## src/inc/tlrc_pkg.sv

```systemverilog
// constants for the transceiver loopback and reset controller
// assumes a single 200 MHz core clock and the plain register port
package tlrc_pkg;
  // register offsets on the plain port
  localparam logic [7:0] CTRL_OFS     = 8'h00;
  localparam logic [7:0] STATUS_OFS   = 8'h04;
  localparam logic [7:0] PREEMPH_OFS  = 8'h08;
  // control field positions
  localparam int CTRL_MODE_LSB        = 0;   // two bits
  localparam int CTRL_SER_LPBK_BIT    = 2;
  localparam int CTRL_REV_SER_BIT     = 3;
  localparam int CTRL_PRE_CDR_BIT     = 4;
  localparam int CTRL_PSTATE_LSB      = 5;   // two bits
  localparam int CTRL_DETRX_LPBK_BIT  = 7;
  localparam int CTRL_TX_DIG_RST_BIT  = 8;
  localparam int CTRL_RX_ANA_RST_BIT  = 9;
  localparam int CTRL_RX_DIG_RST_BIT  = 10;
  localparam int CTRL_POWERDOWN_BIT   = 11;
  localparam int CTRL_BLK_ENABLE_BIT  = 12;
  localparam int CTRL_CAL_PD_BIT      = 13;
  localparam logic [31:0] CTRL_RESET  = 32'h0000_1700;
  // status field positions
  localparam int STAT_LB_LSB          = 0;   // three bits
  localparam int STAT_CNT_LSB         = 4;   // four bits
  localparam int STAT_TX_OE_BIT       = 8;
  localparam int STAT_OVF_BIT         = 9;
  // functional modes
  localparam logic [1:0] MODE_BASIC   = 2'h0;
  localparam logic [1:0] MODE_GIGE    = 2'h1;
  localparam logic [1:0] MODE_SRIO    = 2'h2;
  localparam logic [1:0] MODE_PIPE    = 2'h3;
  localparam logic [1:0] PSTATE_P0    = 2'h0;
  // receive phase fifo depths
  localparam logic [3:0] FIFO_DEPTH_PIPE  = 4'h8;
  localparam logic [3:0] FIFO_DEPTH_OTHER = 4'h4;
  localparam int         FIFO_MAX         = 8;
  // loopback path, gray along none-serial-reverse-parallel
  typedef enum logic [2:0] {
    LB_NONE    = 3'h0,
    LB_SERIAL  = 3'h1,
    LB_REV_PAR = 3'h3,
    LB_REV_SER = 3'h2,
    LB_PRE_CDR = 3'h6
  } tlrc_lb_e;
endpackage : tlrc_pkg

```

## src/rtl/tlrc_top.sv

```systemverilog
// one transceiver channel: loopback path select, resets, block powerdown
// assumes synchronous inputs, one clock, and a master that never waits
// Behaviour
// - In GIGE and SRIO modes, with reverse serial and pre-CDR off, the serial loopback enable puts the channel in serial loopback while high and out while low.
// - In serial loopback the whole transmit and receive datapaths run as in normal operation.
// - In serial loopback the transmit output buffer stays enabled and still drives the serializer output.
// - Reverse serial loopback retimes received data through clock recovery and sends it out of the transmit buffer.
// - Pre-CDR reverse loopback returns received data before clock recovery and ignores pre-emphasis.
// - Reverse parallel loopback exists only in PIPE mode.
// - Reverse parallel loopback is entered on a high receiver-detect/loopback request only in power state P0.
// - In reverse parallel loopback the rate matcher output feeds the serializer and the transmit pin.
// - In reverse parallel loopback the rate matcher output still reaches the fabric through decoder and phase fifo.
// - Each channel has independent transmit digital, receive analog and receive digital resets.
// - Block powerdown and block enable shut down the datapaths and the transmit buffer; tx_preemph still drives the pre-emphasis setting.
// - The receive phase fifo holds eight words in PIPE mode and four otherwise.
`timescale 1ns/1ps
module tlrc_top
  import tlrc_pkg::*;
#(
  parameter int W = 10
) (
  input  wire logic         core_clk,
  input  wire logic         reset,
  input  wire logic [7:0]   reg_addr,
  input  wire logic [31:0]  reg_wdata,
  input  wire logic         reg_wr,
  input  wire logic         reg_rd,
  output logic [31:0]       reg_rdata,
  input  wire logic [W-1:0] tx_data,
  input  wire logic         tx_valid,
  input  wire logic [W-1:0] rx_serial_in,
  input  wire logic         rx_serial_valid,
  output logic [W-1:0]      tx_serial_out,
  output logic              tx_buf_oe,
  output logic [3:0]        tx_preemph,
  input  wire logic         rx_ready,
  output logic [W-1:0]      rx_data,
  output logic              rx_valid,
  output logic              cal_powerdown
);
  initial begin
    if (W < 1 || W > 20) $error("W must be 1..20");
  end

  typedef struct packed {
    logic [31:0]                  ctrl;
    logic [3:0]                   preemph;
    logic [31:0]                  rdata;
    logic [W-1:0]                 txp;     // transmit pcs stage
    logic                         txp_v;
    logic [W-1:0]                 ser;     // serializer output
    logic                         ser_v;
    logic [W-1:0]                 clock_recovery_unit;     // clock recovery output
    logic                         cru_v;
    logic [W-1:0]                 rm;      // aligner and rate matcher output
    logic                         rm_v;
    logic [W-1:0]                 dec;     // decoder / byte deserializer output
    logic                         dec_v;
    logic [FIFO_MAX-1:0][W-1:0]   mem;
    logic [2:0]                   wp;
    logic [2:0]                   rp;
    logic [3:0]                   cnt;
    logic                         ovf;
    logic [W-1:0]                 tx_out;
    logic                         tx_oe;
    logic [3:0]                   pe_out;
    logic [W-1:0]                 rx_d;
    logic                         rx_v;
    tlrc_lb_e                     lb;
  } tlrc_state_s;

  tlrc_state_s st_r;
  tlrc_state_s st_nxt;

  function automatic tlrc_lb_e pick_lb(input logic [31:0] c);
    logic [1:0] md;
    md = c[CTRL_MODE_LSB +: 2];
    if (c[CTRL_PRE_CDR_BIT])
      pick_lb = LB_PRE_CDR;
    else if (c[CTRL_REV_SER_BIT])
      pick_lb = LB_REV_SER;
    else if (md == MODE_PIPE && c[CTRL_DETRX_LPBK_BIT]
             && c[CTRL_PSTATE_LSB +: 2] == PSTATE_P0)
      pick_lb = LB_REV_PAR;
    else if ((md == MODE_GIGE || md == MODE_SRIO) && c[CTRL_SER_LPBK_BIT])
      pick_lb = LB_SERIAL;
    else
      pick_lb = LB_NONE;
  endfunction : pick_lb

  logic       blk_off;
  logic       tx_drst;
  logic       rx_arst;
  logic       rx_drst;
  logic [3:0] depth;
  logic       push;
  logic       pop;
  tlrc_lb_e   lb_now;

  always_comb begin
    st_nxt  = st_r;
    blk_off = st_r.ctrl[CTRL_POWERDOWN_BIT] || !st_r.ctrl[CTRL_BLK_ENABLE_BIT];
    tx_drst = st_r.ctrl[CTRL_TX_DIG_RST_BIT] || blk_off;
    rx_arst = st_r.ctrl[CTRL_RX_ANA_RST_BIT] || blk_off;
    rx_drst = st_r.ctrl[CTRL_RX_DIG_RST_BIT] || blk_off;
    depth   = (st_r.ctrl[CTRL_MODE_LSB +: 2] == MODE_PIPE) ?
              FIFO_DEPTH_PIPE : FIFO_DEPTH_OTHER;
    lb_now  = pick_lb(st_r.ctrl);
    st_nxt.lb = lb_now;

    // register port; read data appear only in the following cycle
    st_nxt.rdata = '0;
    if (reg_wr) begin
      unique case (reg_addr)
        CTRL_OFS:    st_nxt.ctrl    = reg_wdata;
        PREEMPH_OFS: st_nxt.preemph = reg_wdata[3:0];
        STATUS_OFS:  if (reg_wdata[STAT_OVF_BIT]) st_nxt.ovf = 1'b0;
        default:     ;
      endcase
    end
    if (reg_rd) begin
      unique case (reg_addr)
        CTRL_OFS:    st_nxt.rdata = st_r.ctrl;
        PREEMPH_OFS: st_nxt.rdata = {28'h0, st_r.preemph};
        STATUS_OFS: begin
          st_nxt.rdata[STAT_LB_LSB +: 3]  = st_r.lb;
          st_nxt.rdata[STAT_CNT_LSB +: 4] = st_r.cnt;
          st_nxt.rdata[STAT_TX_OE_BIT]    = st_r.tx_oe;
          st_nxt.rdata[STAT_OVF_BIT]      = st_r.ovf;
        end
        default:     st_nxt.rdata = '0;
      endcase
    end

    // transmit pcs runs the same in every loopback
    st_nxt.txp   = tx_drst ? '0 : tx_data;
    st_nxt.txp_v = !tx_drst && tx_valid;
    // serializer takes rate matcher output in reverse parallel loopback
    if (st_r.lb == LB_REV_PAR) begin
      st_nxt.ser   = st_r.rm;
      st_nxt.ser_v = st_r.rm_v;
    end else begin
      st_nxt.ser   = st_r.txp;
      st_nxt.ser_v = st_r.txp_v;
    end
    if (blk_off) begin
      st_nxt.ser   = '0;
      st_nxt.ser_v = 1'b0;
    end

    // clock recovery sees the serializer in serial loopback
    if (rx_arst) begin
      st_nxt.clock_recovery_unit   = '0;
      st_nxt.cru_v = 1'b0;
    end else if (st_r.lb == LB_SERIAL) begin
      st_nxt.clock_recovery_unit   = st_r.ser;
      st_nxt.cru_v = st_r.ser_v;
    end else begin
      st_nxt.clock_recovery_unit   = rx_serial_in;
      st_nxt.cru_v = rx_serial_valid;
    end

    // receive pcs unchanged by loopback; feeds fabric in every mode
    st_nxt.rm    = rx_drst ? '0 : st_r.clock_recovery_unit;
    st_nxt.rm_v  = !rx_drst && st_r.cru_v;
    st_nxt.dec   = rx_drst ? '0 : st_r.rm;
    st_nxt.dec_v = !rx_drst && st_r.rm_v;

    // phase fifo; a word arriving at a full fifo is dropped and flagged
    push = st_r.dec_v && (st_r.cnt < depth);
    pop  = (st_r.cnt != 4'h0) && rx_ready;
    if (st_r.dec_v && !push) st_nxt.ovf = 1'b1;   // set wins over software clear
    if (push) begin
      st_nxt.mem[st_r.wp] = st_r.dec;
      st_nxt.wp = (st_r.wp + 3'h1) & 3'(depth - 4'h1);
    end
    if (pop) begin
      st_nxt.rp = (st_r.rp + 3'h1) & 3'(depth - 4'h1);
    end
    st_nxt.cnt  = st_r.cnt + {3'h0, push} - {3'h0, pop};
    st_nxt.rx_v = pop;
    st_nxt.rx_d = pop ? st_r.mem[st_r.rp] : st_r.rx_d;
    if (rx_drst) begin
      st_nxt.wp   = '0;
      st_nxt.rp   = '0;
      st_nxt.cnt  = '0;
      st_nxt.rx_v = 1'b0;
      st_nxt.rx_d = '0;
    end
    // a depth change leaves stale pointers, so drain on mode writes
    if (reg_wr && reg_addr == CTRL_OFS &&
        reg_wdata[CTRL_MODE_LSB +: 2] != st_r.ctrl[CTRL_MODE_LSB +: 2]) begin
      st_nxt.wp  = '0;
      st_nxt.rp  = '0;
      st_nxt.cnt = '0;
    end

    // transmit output buffer source
    unique case (st_r.lb)
      LB_PRE_CDR: st_nxt.tx_out = rx_serial_in;
      LB_REV_SER: st_nxt.tx_out = st_r.clock_recovery_unit;
      default:    st_nxt.tx_out = st_r.ser;
    endcase
    // buffer stays on in every loopback; only block shutdown turns it off
    st_nxt.tx_oe  = !blk_off;
    st_nxt.pe_out = (st_r.lb == LB_PRE_CDR) ? 4'h0 : st_r.preemph;
    if (blk_off) st_nxt.tx_out = '0;
  end

  always_ff @(posedge core_clk or posedge reset) begin
    if (reset) begin
      st_r      <= '0;
      st_r.ctrl <= CTRL_RESET;
      st_r.lb   <= LB_NONE;
    end else begin
      st_r <= st_nxt;
    end
  end

  assign reg_rdata     = st_r.rdata;
  assign tx_serial_out = st_r.tx_out;
  assign tx_buf_oe     = st_r.tx_oe;
  assign tx_preemph    = st_r.pe_out;
  assign rx_data       = st_r.rx_d;
  assign rx_valid      = st_r.rx_v;
  // calibration powerdown is passed through; using it mid-traffic corrupts data
  assign cal_powerdown = st_r.ctrl[CTRL_CAL_PD_BIT];

  logic [1:0] md_c;
  assign md_c = st_r.ctrl[CTRL_MODE_LSB +: 2];
endmodule : tlrc_top

```

## config.mk

```make
export PLATFORM = sky130hd
export DESIGN_NAME = tlrc_top
export DESIGN_NICKNAME = d
export VERILOG_FILES = /design/src/inc/tlrc_pkg.sv /design/src/rtl/tlrc_top.sv
export SDC_FILE = /design/constraint.sdc
export NUM_CORES = 1
export LEC_CHECK = 0
export ABC_AREA = 1
export BUFFER_PORTS_ARGS = -buffer_cell sky130_fd_sc_hd__buf_2
export CORE_ASPECT_RATIO = 1.25
export CORE_UTILIZATION = 35
export DETAILED_ROUTE_END_ITERATION = 16
export SLEW_MARGIN = 20
export SYNTH_ARGS = -nofsm -noshare
export SYNTH_HDL_FRONTEND = slang
export SYNTH_SLANG_ARGS = --single-unit
```

## constraint.sdc

```tcl
create_clock -name core_clk -period 12.6 [get_ports core_clk]
set_input_delay 2.52 -clock core_clk [delete_from_list [all_inputs] [get_ports core_clk]]
set_output_delay 2.52 -clock core_clk [all_outputs]
set_load 0.02 [all_outputs]
```

==> out/qor.csv <==
stage,metric,value,unit
status,outcome,completed,
timing,maxSlewViolCount,0,
cells_and_area,drive_gt1_share,16.7,%
hold_path,hold_path.class,register to register,
clock_network,post_cts_buffers,0,
cells_and_area,finalNetCount,1348,
timing,finalSetupViolations,0,
floorplan,die_x,159,microns
timing,fin_tns_setup,0,ns
floorplan,die-area,31700,sq um
detailed_routing,met3_length,1450,microns
cells_and_area,fillers,3074,
logic_synthesis,ys_ff_latch,243,
logic_synthesis,synthCells,1223,
floorplan,core,30300,sq um
critical_path,cp.arrival,4.13,ns
global_route,grt_usage,15.9,%
clock_network,cts_tree,yes,
timing,max_freq,269,MHz
logic_synthesis,synthSimpleGateAreaFrac,20.4,%
critical_path,worstPathCellList,buf_2 -> nand2_1 -> inv_1 -> ha_1 -> inv_1 -> ha_1 -> fa_1 -> xor2_1 -> nand3_1 -> inv_1,
detailed_routing,drt_iter0_drc,515,
cells_and_area,antennaDiodeCount,0,
clock_network,cts_hold_buf,0,
timing,relSlewSlack,32.1,%
global_route,antenna_found_initial,1,
place,gp_congestion,0.773,
logic_synthesis,synth-xor-area-share,0.323,%
clock_network,clkSinkCount,243,
power,power_density,132,nW/um^2
detailed_routing,wl,24500,microns
logic_synthesis,syn_avg_cell_area,8.86,sq um
clock_network,cts_resized,0,
critical_path,max_stage_delay,0.39,ns
global_route,grt_pass1_vias,7827,
clock_network,numCtsBuffers,25,
detailed_routing,m1WireLength,10600,microns
logic_synthesis,synth_cell_types,36,
logic_synthesis,yosysTopAreaCell,dfrtp_1,
logic_synthesis,synthesis.area,10800,sq um
timing,hold_viol,0,
floorplan,rows,71,
detailed_routing,highest_layer,met5,
critical_path,criticalPathCategory,input port to register,
critical_path,worst_ep_required_time,13.01,ns
timing,finClkSkew,0.0122,ns
place,hpwl,15800,microns
critical_path,path_max_fanout,5,
logic_synthesis,yosys-top-cells-area,"dfrtp_1 (55%), nand2_1 (11%), inv_1 (5.3%), buf_4 (3.9%), nor2_1 (3.6%)",
cells_and_area,post-route-util,39.9,%
critical_path,cpMostUsedCell,inv_1,
critical_path,crit_path_start_kind,input port,
detailed_routing,first_pass_iters,5,
global_route,grt_pass1_wl,40600,microns
detailed_routing,wl_per_cell,14.5,microns
logic_synthesis,async_flop_share,100,%
logic_synthesis,yosysMostFrequentCell,nand2_1,
cells_and_area,syn2layout_area_growth,11.5,%
critical_path,crit_slowest_cell,fa_1,
place,place.port_buffers,125,
clock_network,cts-root-buf,clkbuf_16,
floorplan,start_util,35.8,%
timing,tightest_slew,1.01,ns
logic_synthesis,yosys_warnings,0,
clock_network,clock_path_buffers,3,
logic_synthesis,synth_top_family_by_area,simple AND/OR/NAND/NOR gates,
detailed_routing,final_antenna_net_count,0,
detailed_routing,dr_wl_met2,11800,microns
cells_and_area,seqCellArea,6090,sq um
logic_synthesis,synthAdderAreaFrac,1.22,%
global_route,gr-total-overflow,0,
power,ir_drop,0.123,mV
timing,rsz0062_at_grt,no,
clock_network,path_clk_slew,0.06,ns
timing,period_needed,3.72,ns
logic_synthesis,netlist.area_leader.share,55.2,%
floorplan,io_pins,126,
run,maxCapViolations,0,
critical_path,cp-end-kind,register,
logic_synthesis,synthFlopType,dfrtp_1,
detailed_routing,vias,7793,
clock_network,insertion_delay,0.52,ns
detailed_routing,drc,0,
logic_synthesis,synth_edf_count,0,
logic_synthesis,netlist_top_cells_count,"nand2_1 (318), dfrtp_1 (239), inv_1 (153)",
logic_synthesis,seq_area_frac_synth,56.2,%
timing,period_share,29.5,%
detailed_routing,viasPerCell,4.61,
floorplan,fp.dieH,199,microns
global_route,grt_max_degree,98,
logic_synthesis,synth.mux.area_fraction,0,%
logic_synthesis,syn_nets,1300,
logic_synthesis,synth_compound_area_share,9.33,%
power,power_leakage,6.32,nW
clock_network,h-tree-depth,1,
cells_and_area,multi_input_area,3390,sq um
flip-flops by register name, summed over array words and instances (netlist names), 2 cells and up:
| name | flops |
|---|---|
| md_c | 2 |
| reg_rdata | 32 |
| rx_data | 10 |
| st_r | 182 |
| tx_preemph | 4 |
| tx_serial_out | 10 |
final timing paths:
path	startpoint	end	slack, ns	cells after the start
max reg2reg	md_c[0]$_DFFE_PP0P_	st_r[32]$_DFF_PP0_	9.94	12
min in group asynchronous	reset	st_r[33]$_DFF_PP0_	2.10	2
min	st_r[215]$_DFFE_PP0P_	st_r[2]$_DFF_PP0_	0.40	0
max in group asynchronous	reset	st_r[209]$_DFFE_PP0P_	9.26	3
max	rx_ready	st_r[32]$_DFF_PP0_	8.88	10
min reg2reg	st_r[215]$_DFFE_PP0P_	st_r[2]$_DFF_PP0_	0.40	0
layout by cell type (no fill, tap or decap), types with 2 or more instances in the layout:
cell type and instances:
dfstp_2 4, clkbuf_1 3, o21ai_2 16, ha_1 9
o211ai_1 15, nand2_1 318, clkinv_2 6, xor2_1 3
nor3_1 2, a21oi_1 48, a31oi_1 4, nor2_4 3
nand2_4 9, clkbuf_8 3, clkinv_1 2, nand3_1 67
buf_2 125, clkbuf_16 25, inv_1 151, o21ai_1 69
clkinvlp_4 4, clkinv_4 2, o22ai_1 6, a211oi_1 2
nand4_1 11, bufinv_16 3, o21ai_0 19, dfrtp_1 239
buf_4 4, nor2_1 104, nand2_2 4
kinds of logic (layout without fill, tap and decap cells):
logic type               after synthesis  count (layout)
adder cells (fa/ha/maj)               10              10
buffers and inverters                265             331
flip-flops                           243             243
AND/OR/NAND/NOR                      522             522
XOR/XNOR                               4               4
AO/OA/AOI/OAI                        179             179
final cells by class:
type,instances,share of cell area (%)
clock inverters,14,1.32
inverters,156,4.95
clock buffers,31,5.61
repair buffers,130,5.52
multi-input cells,715,28.1
well taps,401,4.15
flip-flops and latches,243,50.4
per-stage QoR:
stage          instance area (sq um)  setup WS, ns  power (mW)  hold WS, ns  cells
6_report                       12100          8.88        1.60        0.400   1690
4_1_cts                        12100          8.89        1.62        0.400   1690
3_3_place_gp                   11200          8.35       0.862        0.394   1645
3_5_place_dp                   11200          8.33       0.863        0.387   1645
5_1_grt                        12100          8.80        1.66        0.428   1690
2_1_floorplan                  10800          3.41       0.840        0.375   1223
worst max-delay path: cells and delay by family:
| family | cells | cell delay, ns |
|---|---|---|
| XOR/XNOR | 1 | 0.18 |
| buffers and inverters | 4 | 0.31 |
| AND/OR/NAND/NOR | 2 | 0.26 |
| adder cells (fa/ha/maj) | 3 | 0.87 |
layer usage:
metal  global-route usage (%)  vias up
li1                         -     3873
met1                     19.6     3709
met2                     27.9      175
met3                     3.34       34
met4                     4.74        2
met5                        0        -
report_power, final:
part           total, mW  switching [mW]  internal (mW)  leakage [nW]
sequential         0.793         0.00409          0.789          3.25
combinational     0.0543          0.0383         0.0160          2.66
clock              0.751           0.307          0.444         0.404
Power figures use the tool's default switching activity.
